### config.mk
export PLATFORM = sky130hd
export DESIGN_NAME = conversion_sequence_config
export DESIGN_NICKNAME = d
export VERILOG_FILES = /design/src/conv_seq_pkg.sv /design/src/conversion_sequence_config.sv /design/src/interval_timer.sv
export SDC_FILE = /design/constraint.sdc
export NUM_CORES = 1
export LEC_CHECK = 0
export ABC_AREA = 1
export BUFFER_PORTS_ARGS = -buffer_cell sky130_fd_sc_hd__buf_2
export CORE_MARGIN = 2
export CORE_UTILIZATION = 55
export DETAILED_ROUTE_END_ITERATION = 7
export PLACE_DENSITY_LB_ADDON = 0.15
export SYNTH_ARGS = -nofsm -noshare
export SYNTH_HDL_FRONTEND = slang
export SYNTH_SLANG_ARGS = --single-unit
### constraint.sdc
create_clock -name clk -period 3.3 [get_ports clk]
set_input_delay 0.33 -clock clk [delete_from_list [all_inputs] [get_ports clk]]
set_output_delay 0.33 -clock clk [all_outputs]
set_load 0.01 [all_outputs]
### src/conv_seq_pkg.sv
package conv_seq_pkg;

    // ****************************************************************
    // register command bytes
    // ****************************************************************
    localparam logic [7:0] ADDR_COMMON_STATUS      = 8'h02; // busy flag lives here
    localparam logic [7:0] ADDR_MAIN_CONFIGURATION = 8'h03;
    localparam logic [7:0] ADDR_CONVERSION_INTERVAL = 8'h04;
    localparam logic [7:0] ADDR_CHANNEL_ENABLE_MASK = 8'h05;
    localparam logic [7:0] ADDR_ONE_SHOT           = 8'h0f; // write only, data dropped

    // ****************************************************************
    // field positions and reset values
    // ****************************************************************
    localparam int         BIT_SOFT_STANDBY   = 6;
    localparam int         BIT_REMOTE4_QUEUE  = 1;
    localparam int         BIT_REMOTE3_QUEUE  = 0;
    localparam int         BIT_BUSY           = 7;
    localparam logic [7:0] CONFIG_WRITE_MASK  = 8'h43; // bits 6, 1, 0
    localparam logic [7:0] INTERVAL_WRITE_MASK = 8'h03; // bits 1..0
    localparam logic [7:0] ENABLE_WRITE_MASK  = 8'h1f; // bits 4..0
    localparam logic [7:0] CONFIG_RESET       = 8'h03;
    localparam logic [7:0] INTERVAL_RESET     = 8'h02;
    localparam logic [7:0] ENABLE_RESET       = 8'h1f;

    // ****************************************************************
    // channels and interval encodings
    // ****************************************************************
    localparam int         NUM_CHANNELS       = 5;      // local, remote 1..4
    localparam logic [1:0] RATE_CONTINUOUS    = 2'h0;
    localparam logic [1:0] RATE_SHORT         = 2'h1;
    localparam logic [1:0] RATE_MEDIUM        = 2'h2;
    localparam logic [1:0] RATE_LONG          = 2'h3;

    // ****************************************************************
    // timing
    // ****************************************************************
    localparam int CLK_FREQ_MHZ      = 50;
    localparam int INTERVAL_SHORT_US  = 364000;   // 0.364 s
    localparam int INTERVAL_MEDIUM_US = 1000000;  // 1 s
    localparam int INTERVAL_LONG_US   = 2500000;  // 2.5 s
    localparam int INTERVAL_SHORT_CYC  = INTERVAL_SHORT_US * CLK_FREQ_MHZ;
    localparam int INTERVAL_MEDIUM_CYC = INTERVAL_MEDIUM_US * CLK_FREQ_MHZ;
    localparam int INTERVAL_LONG_CYC   = INTERVAL_LONG_US * CLK_FREQ_MHZ;

    // sequencer states
    typedef enum logic [1:0] {
        SEQ_IDLE,
        SEQ_PICK,
        SEQ_CONVERT,
        SEQ_WAIT
    } seq_state_t;

endpackage : conv_seq_pkg

### src/conversion_sequence_config.sv
module conversion_sequence_config
    import conv_seq_pkg::*;
#(
    parameter int SHORT_CYC  = INTERVAL_SHORT_CYC,   // shorten for simulation
    parameter int MEDIUM_CYC = INTERVAL_MEDIUM_CYC,
    parameter int LONG_CYC   = INTERVAL_LONG_CYC
) (
    input  wire logic       clk,
    input  wire logic       rst,
    input  wire logic [7:0] reg_addr,              // command byte
    input  wire logic       reg_write,             // one-cycle write strobe
    input  wire logic [7:0] reg_wdata,
    output logic [7:0]      reg_rdata,             // follows reg_addr one cycle later
    input  wire logic       conv_done,             // converter finished the channel
    output logic            conv_start,            // one-cycle pulse per channel
    output logic [2:0]      conv_channel,          // 0 local, 1..4 remote
    output logic            busy,
    output logic            soft_standby,
    output logic            remote4_queue_enable,
    output logic            remote3_queue_enable,
    output logic [1:0]      interval_select
);

    // ****************************************************************
    // state
    // ****************************************************************
    typedef struct packed {
        logic [7:0] config_bits;   // main_configuration
        logic [7:0] interval_bits; // conversion_interval
        logic [7:0] enable_bits;   // channel_enable_mask
        logic       shot_pending;  // one-shot request not yet started
        logic       shot_active;   // running sequence is a one-shot
        seq_state_t seq;
        logic [2:0] channel;       // channel under test
        logic       conv_start;
        logic [7:0] rdata;
        logic       busy;
    } ctrl_t;

    ctrl_t state_reg;   // registered state
    ctrl_t state_next;  // next state

    logic timer_restart;  // start of a new interval
    logic timer_expired;  // interval over

    // masked write: only the defined bits move
    function automatic logic [7:0] masked(input logic [7:0] data, input logic [7:0] mask);
        masked = data & mask;
    endfunction : masked

    // ****************************************************************
    // interval timer
    // ****************************************************************
    interval_timer #(
        .SHORT_CYC  (SHORT_CYC),
        .MEDIUM_CYC (MEDIUM_CYC),
        .LONG_CYC   (LONG_CYC)
    ) u_timer (
        .clk             (clk),
        .rst             (rst),
        .restart         (timer_restart),
        .interval_select (state_reg.interval_bits[1:0]),
        .expired         (timer_expired)
    );

    // restart whenever a sequence leaves idle
    always_comb begin
        timer_restart = (state_reg.seq == SEQ_IDLE) && (state_next.seq == SEQ_PICK);
    end

    // ****************************************************************
    // register file and sequencer
    // ****************************************************************
    always_comb begin
        logic       standby;
        logic       found;
        logic [2:0] pick;
        standby = 1'b0;
        found   = 1'b0;
        pick    = 3'h0;
        state_next            = state_reg;
        state_next.conv_start = 1'b0;
        standby               = state_reg.config_bits[BIT_SOFT_STANDBY];

        // register writes; reserved bits are dropped
        if (reg_write) begin
            unique case (reg_addr)
                ADDR_MAIN_CONFIGURATION:
                    state_next.config_bits = masked(reg_wdata, CONFIG_WRITE_MASK);
                ADDR_CONVERSION_INTERVAL:
                    state_next.interval_bits = masked(reg_wdata, INTERVAL_WRITE_MASK);
                ADDR_CHANNEL_ENABLE_MASK:
                    state_next.enable_bits = masked(reg_wdata, ENABLE_WRITE_MASK);
                ADDR_ONE_SHOT: begin
                    // data is thrown away; ignored outside standby
                    if (standby) begin
                        state_next.shot_pending = 1'b1;
                    end
                end
                default: begin
                    // read-only or unmapped: nothing stored
                end
            endcase
        end

        // lowest enabled channel at or above the current one
        for (int i = NUM_CHANNELS - 1; i >= 0; i--) begin
            if (state_reg.enable_bits[i] && (3'(i) >= state_reg.channel)) begin
                found = 1'b1;
                pick  = 3'(i);
            end
        end

        unique case (state_reg.seq)
            SEQ_IDLE: begin
                state_next.channel = 3'h0;
                if (!standby) begin
                    state_next.seq = SEQ_PICK; // active: free running
                    // a request left over from standby must not fire later
                    state_next.shot_pending = 1'b0;
                end else if (state_reg.shot_pending) begin
                    // a one-shot starts one sequence
                    state_next.seq          = SEQ_PICK;
                    state_next.shot_active  = 1'b1;
                    state_next.shot_pending = reg_write && (reg_addr == ADDR_ONE_SHOT);
                end
            end
            SEQ_PICK: begin
                if (standby && !state_reg.shot_active) begin
                    // standby arrived between channels: stop cleanly
                    state_next.seq = SEQ_IDLE;
                end else if (found) begin
                    state_next.channel    = pick;
                    state_next.conv_start = 1'b1; // channels one after another
                    state_next.seq        = SEQ_CONVERT;
                end else if (state_reg.shot_active) begin
                    state_next.shot_active = 1'b0; // back to standby
                    state_next.seq         = SEQ_IDLE;
                end else if (state_reg.interval_bits[1:0] == RATE_CONTINUOUS) begin
                    state_next.seq = SEQ_IDLE; // continuous: sequence just shorter
                end else begin
                    state_next.seq = SEQ_WAIT; // standby for the remainder
                end
            end
            SEQ_CONVERT: begin
                // current channel always completes, even under standby
                if (conv_done) begin
                    state_next.channel = state_reg.channel + 3'h1;
                    state_next.seq     = SEQ_PICK;
                end
            end
            SEQ_WAIT: begin
                // standby set during the wait ends it early; no conversion lost
                if (timer_expired || standby) begin
                    state_next.seq = SEQ_IDLE;
                end
            end
        endcase

        state_next.busy = (state_next.seq == SEQ_PICK) || (state_next.seq == SEQ_CONVERT);

        // read mux; undefined bits are zero
        unique case (reg_addr)
            ADDR_COMMON_STATUS:
                state_next.rdata = {state_reg.busy, 7'h00};
            ADDR_MAIN_CONFIGURATION:
                state_next.rdata = masked(state_reg.config_bits, CONFIG_WRITE_MASK);
            ADDR_CONVERSION_INTERVAL:
                state_next.rdata = masked(state_reg.interval_bits, INTERVAL_WRITE_MASK);
            ADDR_CHANNEL_ENABLE_MASK:
                state_next.rdata = masked(state_reg.enable_bits, ENABLE_WRITE_MASK);
            default:
                state_next.rdata = 8'h00;
        endcase
    end

    // register the state; defaults at reset
    always_ff @(posedge clk) begin
        if (rst) begin
            state_reg <= '{config_bits:   CONFIG_RESET,
                           interval_bits: INTERVAL_RESET,
                           enable_bits:   ENABLE_RESET,
                           shot_pending:  1'b0,
                           shot_active:   1'b0,
                           seq:           SEQ_IDLE,
                           channel:       3'h0,
                           conv_start:    1'b0,
                           rdata:         8'h00,
                           busy:          1'b0};
        end else begin
            state_reg <= state_next;
        end
    end

    // ****************************************************************
    // outputs, all straight from the state register
    // ****************************************************************
    assign reg_rdata            = state_reg.rdata;
    assign conv_start           = state_reg.conv_start;
    assign conv_channel         = state_reg.channel;
    assign busy                 = state_reg.busy;
    assign soft_standby         = state_reg.config_bits[BIT_SOFT_STANDBY];
    assign remote4_queue_enable = state_reg.config_bits[BIT_REMOTE4_QUEUE];
    assign remote3_queue_enable = state_reg.config_bits[BIT_REMOTE3_QUEUE];
    assign interval_select      = state_reg.interval_bits[1:0];

endmodule : conversion_sequence_config

### src/interval_timer.sv
module interval_timer
    import conv_seq_pkg::*;
#(
    parameter int SHORT_CYC  = INTERVAL_SHORT_CYC,
    parameter int MEDIUM_CYC = INTERVAL_MEDIUM_CYC,
    parameter int LONG_CYC   = INTERVAL_LONG_CYC
) (
    input  wire logic       clk,
    input  wire logic       rst,
    input  wire logic       restart,          // one-cycle pulse at sequence start
    input  wire logic [1:0] interval_select,
    output logic            expired
);

    // ****************************************************************
    // state
    // ****************************************************************
    typedef struct packed {
        logic [31:0] count;    // cycles left in this interval
        logic        expired;  // interval used up
    } timer_t;

    timer_t state_reg;   // registered state
    timer_t state_next;  // next state

    // chosen interval length in cycles, minus the restart cycle
    function automatic logic [31:0] load_value(input logic [1:0] sel);
        unique case (sel)
            RATE_SHORT:  load_value = 32'(SHORT_CYC - 1);
            RATE_MEDIUM: load_value = 32'(MEDIUM_CYC - 1);
            RATE_LONG:   load_value = 32'(LONG_CYC - 1);
            RATE_CONTINUOUS: load_value = 32'h0000_0000; // continuous: no wait
        endcase
    endfunction : load_value

    // ****************************************************************
    // countdown; the whole interval is timed from the sequence start, so
    // skipped channels simply leave more standby time at the end
    // ****************************************************************
    always_comb begin
        state_next = state_reg;
        if (restart) begin
            state_next.count   = load_value(interval_select);
            state_next.expired = (load_value(interval_select) == 32'h0000_0000);
        end else if (state_reg.count != 32'h0000_0000) begin
            state_next.count   = state_reg.count - 32'h0000_0001;
            state_next.expired = (state_reg.count == 32'h0000_0001);
        end
    end

    // register the state
    always_ff @(posedge clk) begin
        if (rst) begin
            state_reg <= '{count: 32'h0000_0000, expired: 1'b1};
        end else begin
            state_reg <= state_next;
        end
    end

    assign expired = state_reg.expired;

endmodule : interval_timer

==> qor.yml <==
run_status:
  outcome: "finished, final reports clean"
clock_tree:
  ctsResizeCount: 0
  cts.sinks: 59
  cts.path.max_buffers: 2
  hold_buffers: 0
  cts_tree: "yes"
  clock_latency_ps: 350
  root_buffer: "clkbuf_8"
  cts_buffers: 9
  path_clk_slew_ps: 80
  h-tree-depth: 3
  post-cts-setup-buffers: 0
synth:
  synth_top_family_by_area: "simple AND/OR/NAND/NOR gates"
  synthMuxAreaShare_pct: 0
  syn-num-nets: 581
  synthAdderAreaFrac_pct: 5.52
  avgSynthCellArea_um2: 6.66
  synthCells: 545
  ys_types: 38
  yosys_warnings: 0
  synth_compound_area_share_pct: 9.80
  synth_xor_xnor_area_share_pct: 2.90
  synth.area.top_cells: "dfxtp_1 (33%), nand2_1 (13%), nor2_1 (9.3%)"
  ys_seq_area_share_pct: 32.6
  synth_top_area_share_pct: 32.6
  synth-simple-area-share_pct: 37.0
  syn_area_um2: 3630
  ys_ff_latch: 59
  synth_top_cell_by_area: "dfxtp_1"
power:
  p_per_area_nw_per_um2: 653
  sw_frac_of_total_pct: 41.9
  p_sw_mw: 1.08
  p_leak_nw: 1.98
  vdd_drop_max_v: 0.000344
  seq_power_share_pct: 34.9
  finalPower_mw: 2.58
  clkPwrFrac_pct: 25.9
  intPower_mw: 1.50
  p_comb_share_pct: 39.1
sta:
  setup_viol: 0
  tns_ps: 0
  fin_skew_ps: 8.07
  finalHoldViolCount: 0
  fmax_ghz: 0.340
  tightestPinTransition_ps: 565
  maxSlewViolCount: 0
  period_share_pct: 89.1
  relSlewSlack_pct: 62.2
  final.min_clock_period_ps: 2940
  rsz0062_at_grt: "false"
drt:
  routedWlPerCell_um: 12.5
  drc: 0
  detailedRoute.firstIterationViolations: 194
  first_pass_iters: 5
  routed-via-count: 3350
  wl_mm: 8.17
  viasPerCell: 5.14
  antenna_left: 0
place:
  gp_congestion: 0.952
  dp_cells: 636
  dp_hpwl_mm: 6.17
  portBuffers: 34
setup_path:
  critPathKind: "flip-flop to flip-flop"
  startpoint_type: "flip-flop"
  critical_path_required_ps: 3510
  worstSetupEndpointType: "flip-flop"
  worstPathMaxFanout: 9
  arrival_ps: 3150
global_route:
  grt_pass1_vias: 3202
  grt_max_degree: 22
  overflow: 0
  grt_pass1_wl_mm: 14.2
  antenna_found_initial: 0
  grtUsageTotal_pct: 24.3
flow_run:
  max-cap-violations: 0
die:
  boundaryPins: 38
  die_height_um: 85.2
  die-width_um: 85.2
  dieArea_um2: 7260
  design.core.area_um2: 6350
  fp-row-count: 29
  initial_core_util_pct: 57.1
layout:
  syn_to_final_growth_pct: 9.04
  layout_common_cells: "nand2_1 (124), nor2_1 (90), inv_1 (70), dfxtp_1 (59), nand3_1 (38)"
  final_common_cell: "nand2_1"
  drive_gt1_share_pct: 14.4
  antenna_cells: 0
  fin_cells: 652
  nNetsFinal: 606
  largest_reg_flops: 32
  post-route-util_pct: 62.3
  n_fill_cell: 585
min_path:
  hold_path.class: "input pin to flip-flop"
[cell usage after synthesis]
master,number
inv_2,3
nor3_2,2
nand2_2,4
o221ai_1,1
nor3b_1,1
nor2_2,9
nand3_1,38
clkbuf_1,3
dfxtp_1,59
nand4_1,6
a21oi_1,35
nand2_1,124
or4_1,1
o22ai_1,1
clkinv_4,1
o21ai_0,12
and2_2,1
or2_2,2
ha_1,16
buf_2,2
o211ai_1,8
xor2_1,9
nand3_2,1
nand3_4,3
clkbuf_4,1
a211oi_1,3
inv_1,70
buf_6,2
a31oi_1,1
conb_1,1
nor4_2,1
nor2_4,4
xnor2_1,3
o21bai_1,1
buf_4,14
nor3_1,11
a221oi_1,1
nor2_1,90
[cells by family after synthesis]
family | count (synthesis)
AND/OR/NAND/NOR | 298
other | 1
adder cells (fa/ha/maj) | 16
XOR/XNOR | 12
flip-flops | 59
AO/OA/AOI/OAI | 63
buffers and inverters | 96
[stage by stage]
step / worst slack (ps) / instance area [um2] / hold slack (ps)
6_report: 360 / 3960 / 200
5_1_grt: 30.2 / 3960 / 218
4_1_cts: 362 / 3960 / 187
3_5_place_dp: 385 / 3750 / 474
3_3_place_gp: 450 / 3750 / 467
2_1_floorplan: 914 / 3630 / 445
[worst paths after layout]
path / slack (ps) / depth (start not counted) / to / from
worst max-delay path: 360 / 17 / u_timer.state_reg[16] / conv_channel[1]
worst min-delay path: 200 / 3 / state_reg[20] / reg_wdata[3]
worst max register to register: 360 / 17 / u_timer.state_reg[16] / conv_channel[1]
worst min register to register: 490 / 2 / u_timer.expired / u_timer.expired
[metal layers]
layer / wire [um] / vias to the layer above / track usage, % / part of all wire (%)
met4: 254 / 0 / 13.0 / 3.1
met2: 3860 / 79 / 40.8 / 47
met5: 0 / - / 0 / 0
met3: 319 / 22 / 3.50 / 3.9
li1: - / 1761 / - / -
met1: 3730 / 1488 / 29.9 / 46
[power by group through the flow]
| stage | sequential, mW | combinational, mW | clock, mW |
|---|---|---|---|
| after floorplan | 0.894 | 0.814 | 0 |
| after global placement | 0.912 | 0.974 | 0 |
| after detailed placement | 0.916 | 0.997 | 0 |
| after CTS | 0.900 | 1.01 | 0.679 |
| after global routing | 0.915 | 1.17 | 0.706 |
| final | 0.901 | 1.01 | 0.670 |
[layout make-up]
cell class | count | area, um2 | share of cell area (%)
repair buffers | 36 | 185 | 4.68
multi-input cells | 390 | 2010 | 50.7
inverters | 74 | 283 | 7.15
clock buffers | 9 | 124 | 3.13
well taps | 77 | 96.3 | 2.44
clock inverters | 7 | 78.8 | 1.99
flip-flops and latches | 59 | 1180 | 29.9
[worst max-delay path, cell delays in order (launching register included)]
cell      delay (ps)
dfxtp_1          450
inv_1            110
ha_1             190
inv_1             60
nand2_1           50
nor2_1           120
nor2_1            50
nor2_1           140
nand2_1          110
nand2_1          100
nand3_1           70
a21oi_1          190
ha_1             170
nand2_1          230
nand3_4          250
clkinv_4         120
a21oi_1          270
a21oi_1          120
No activity file was read; power rests on OpenSTA's default activity.
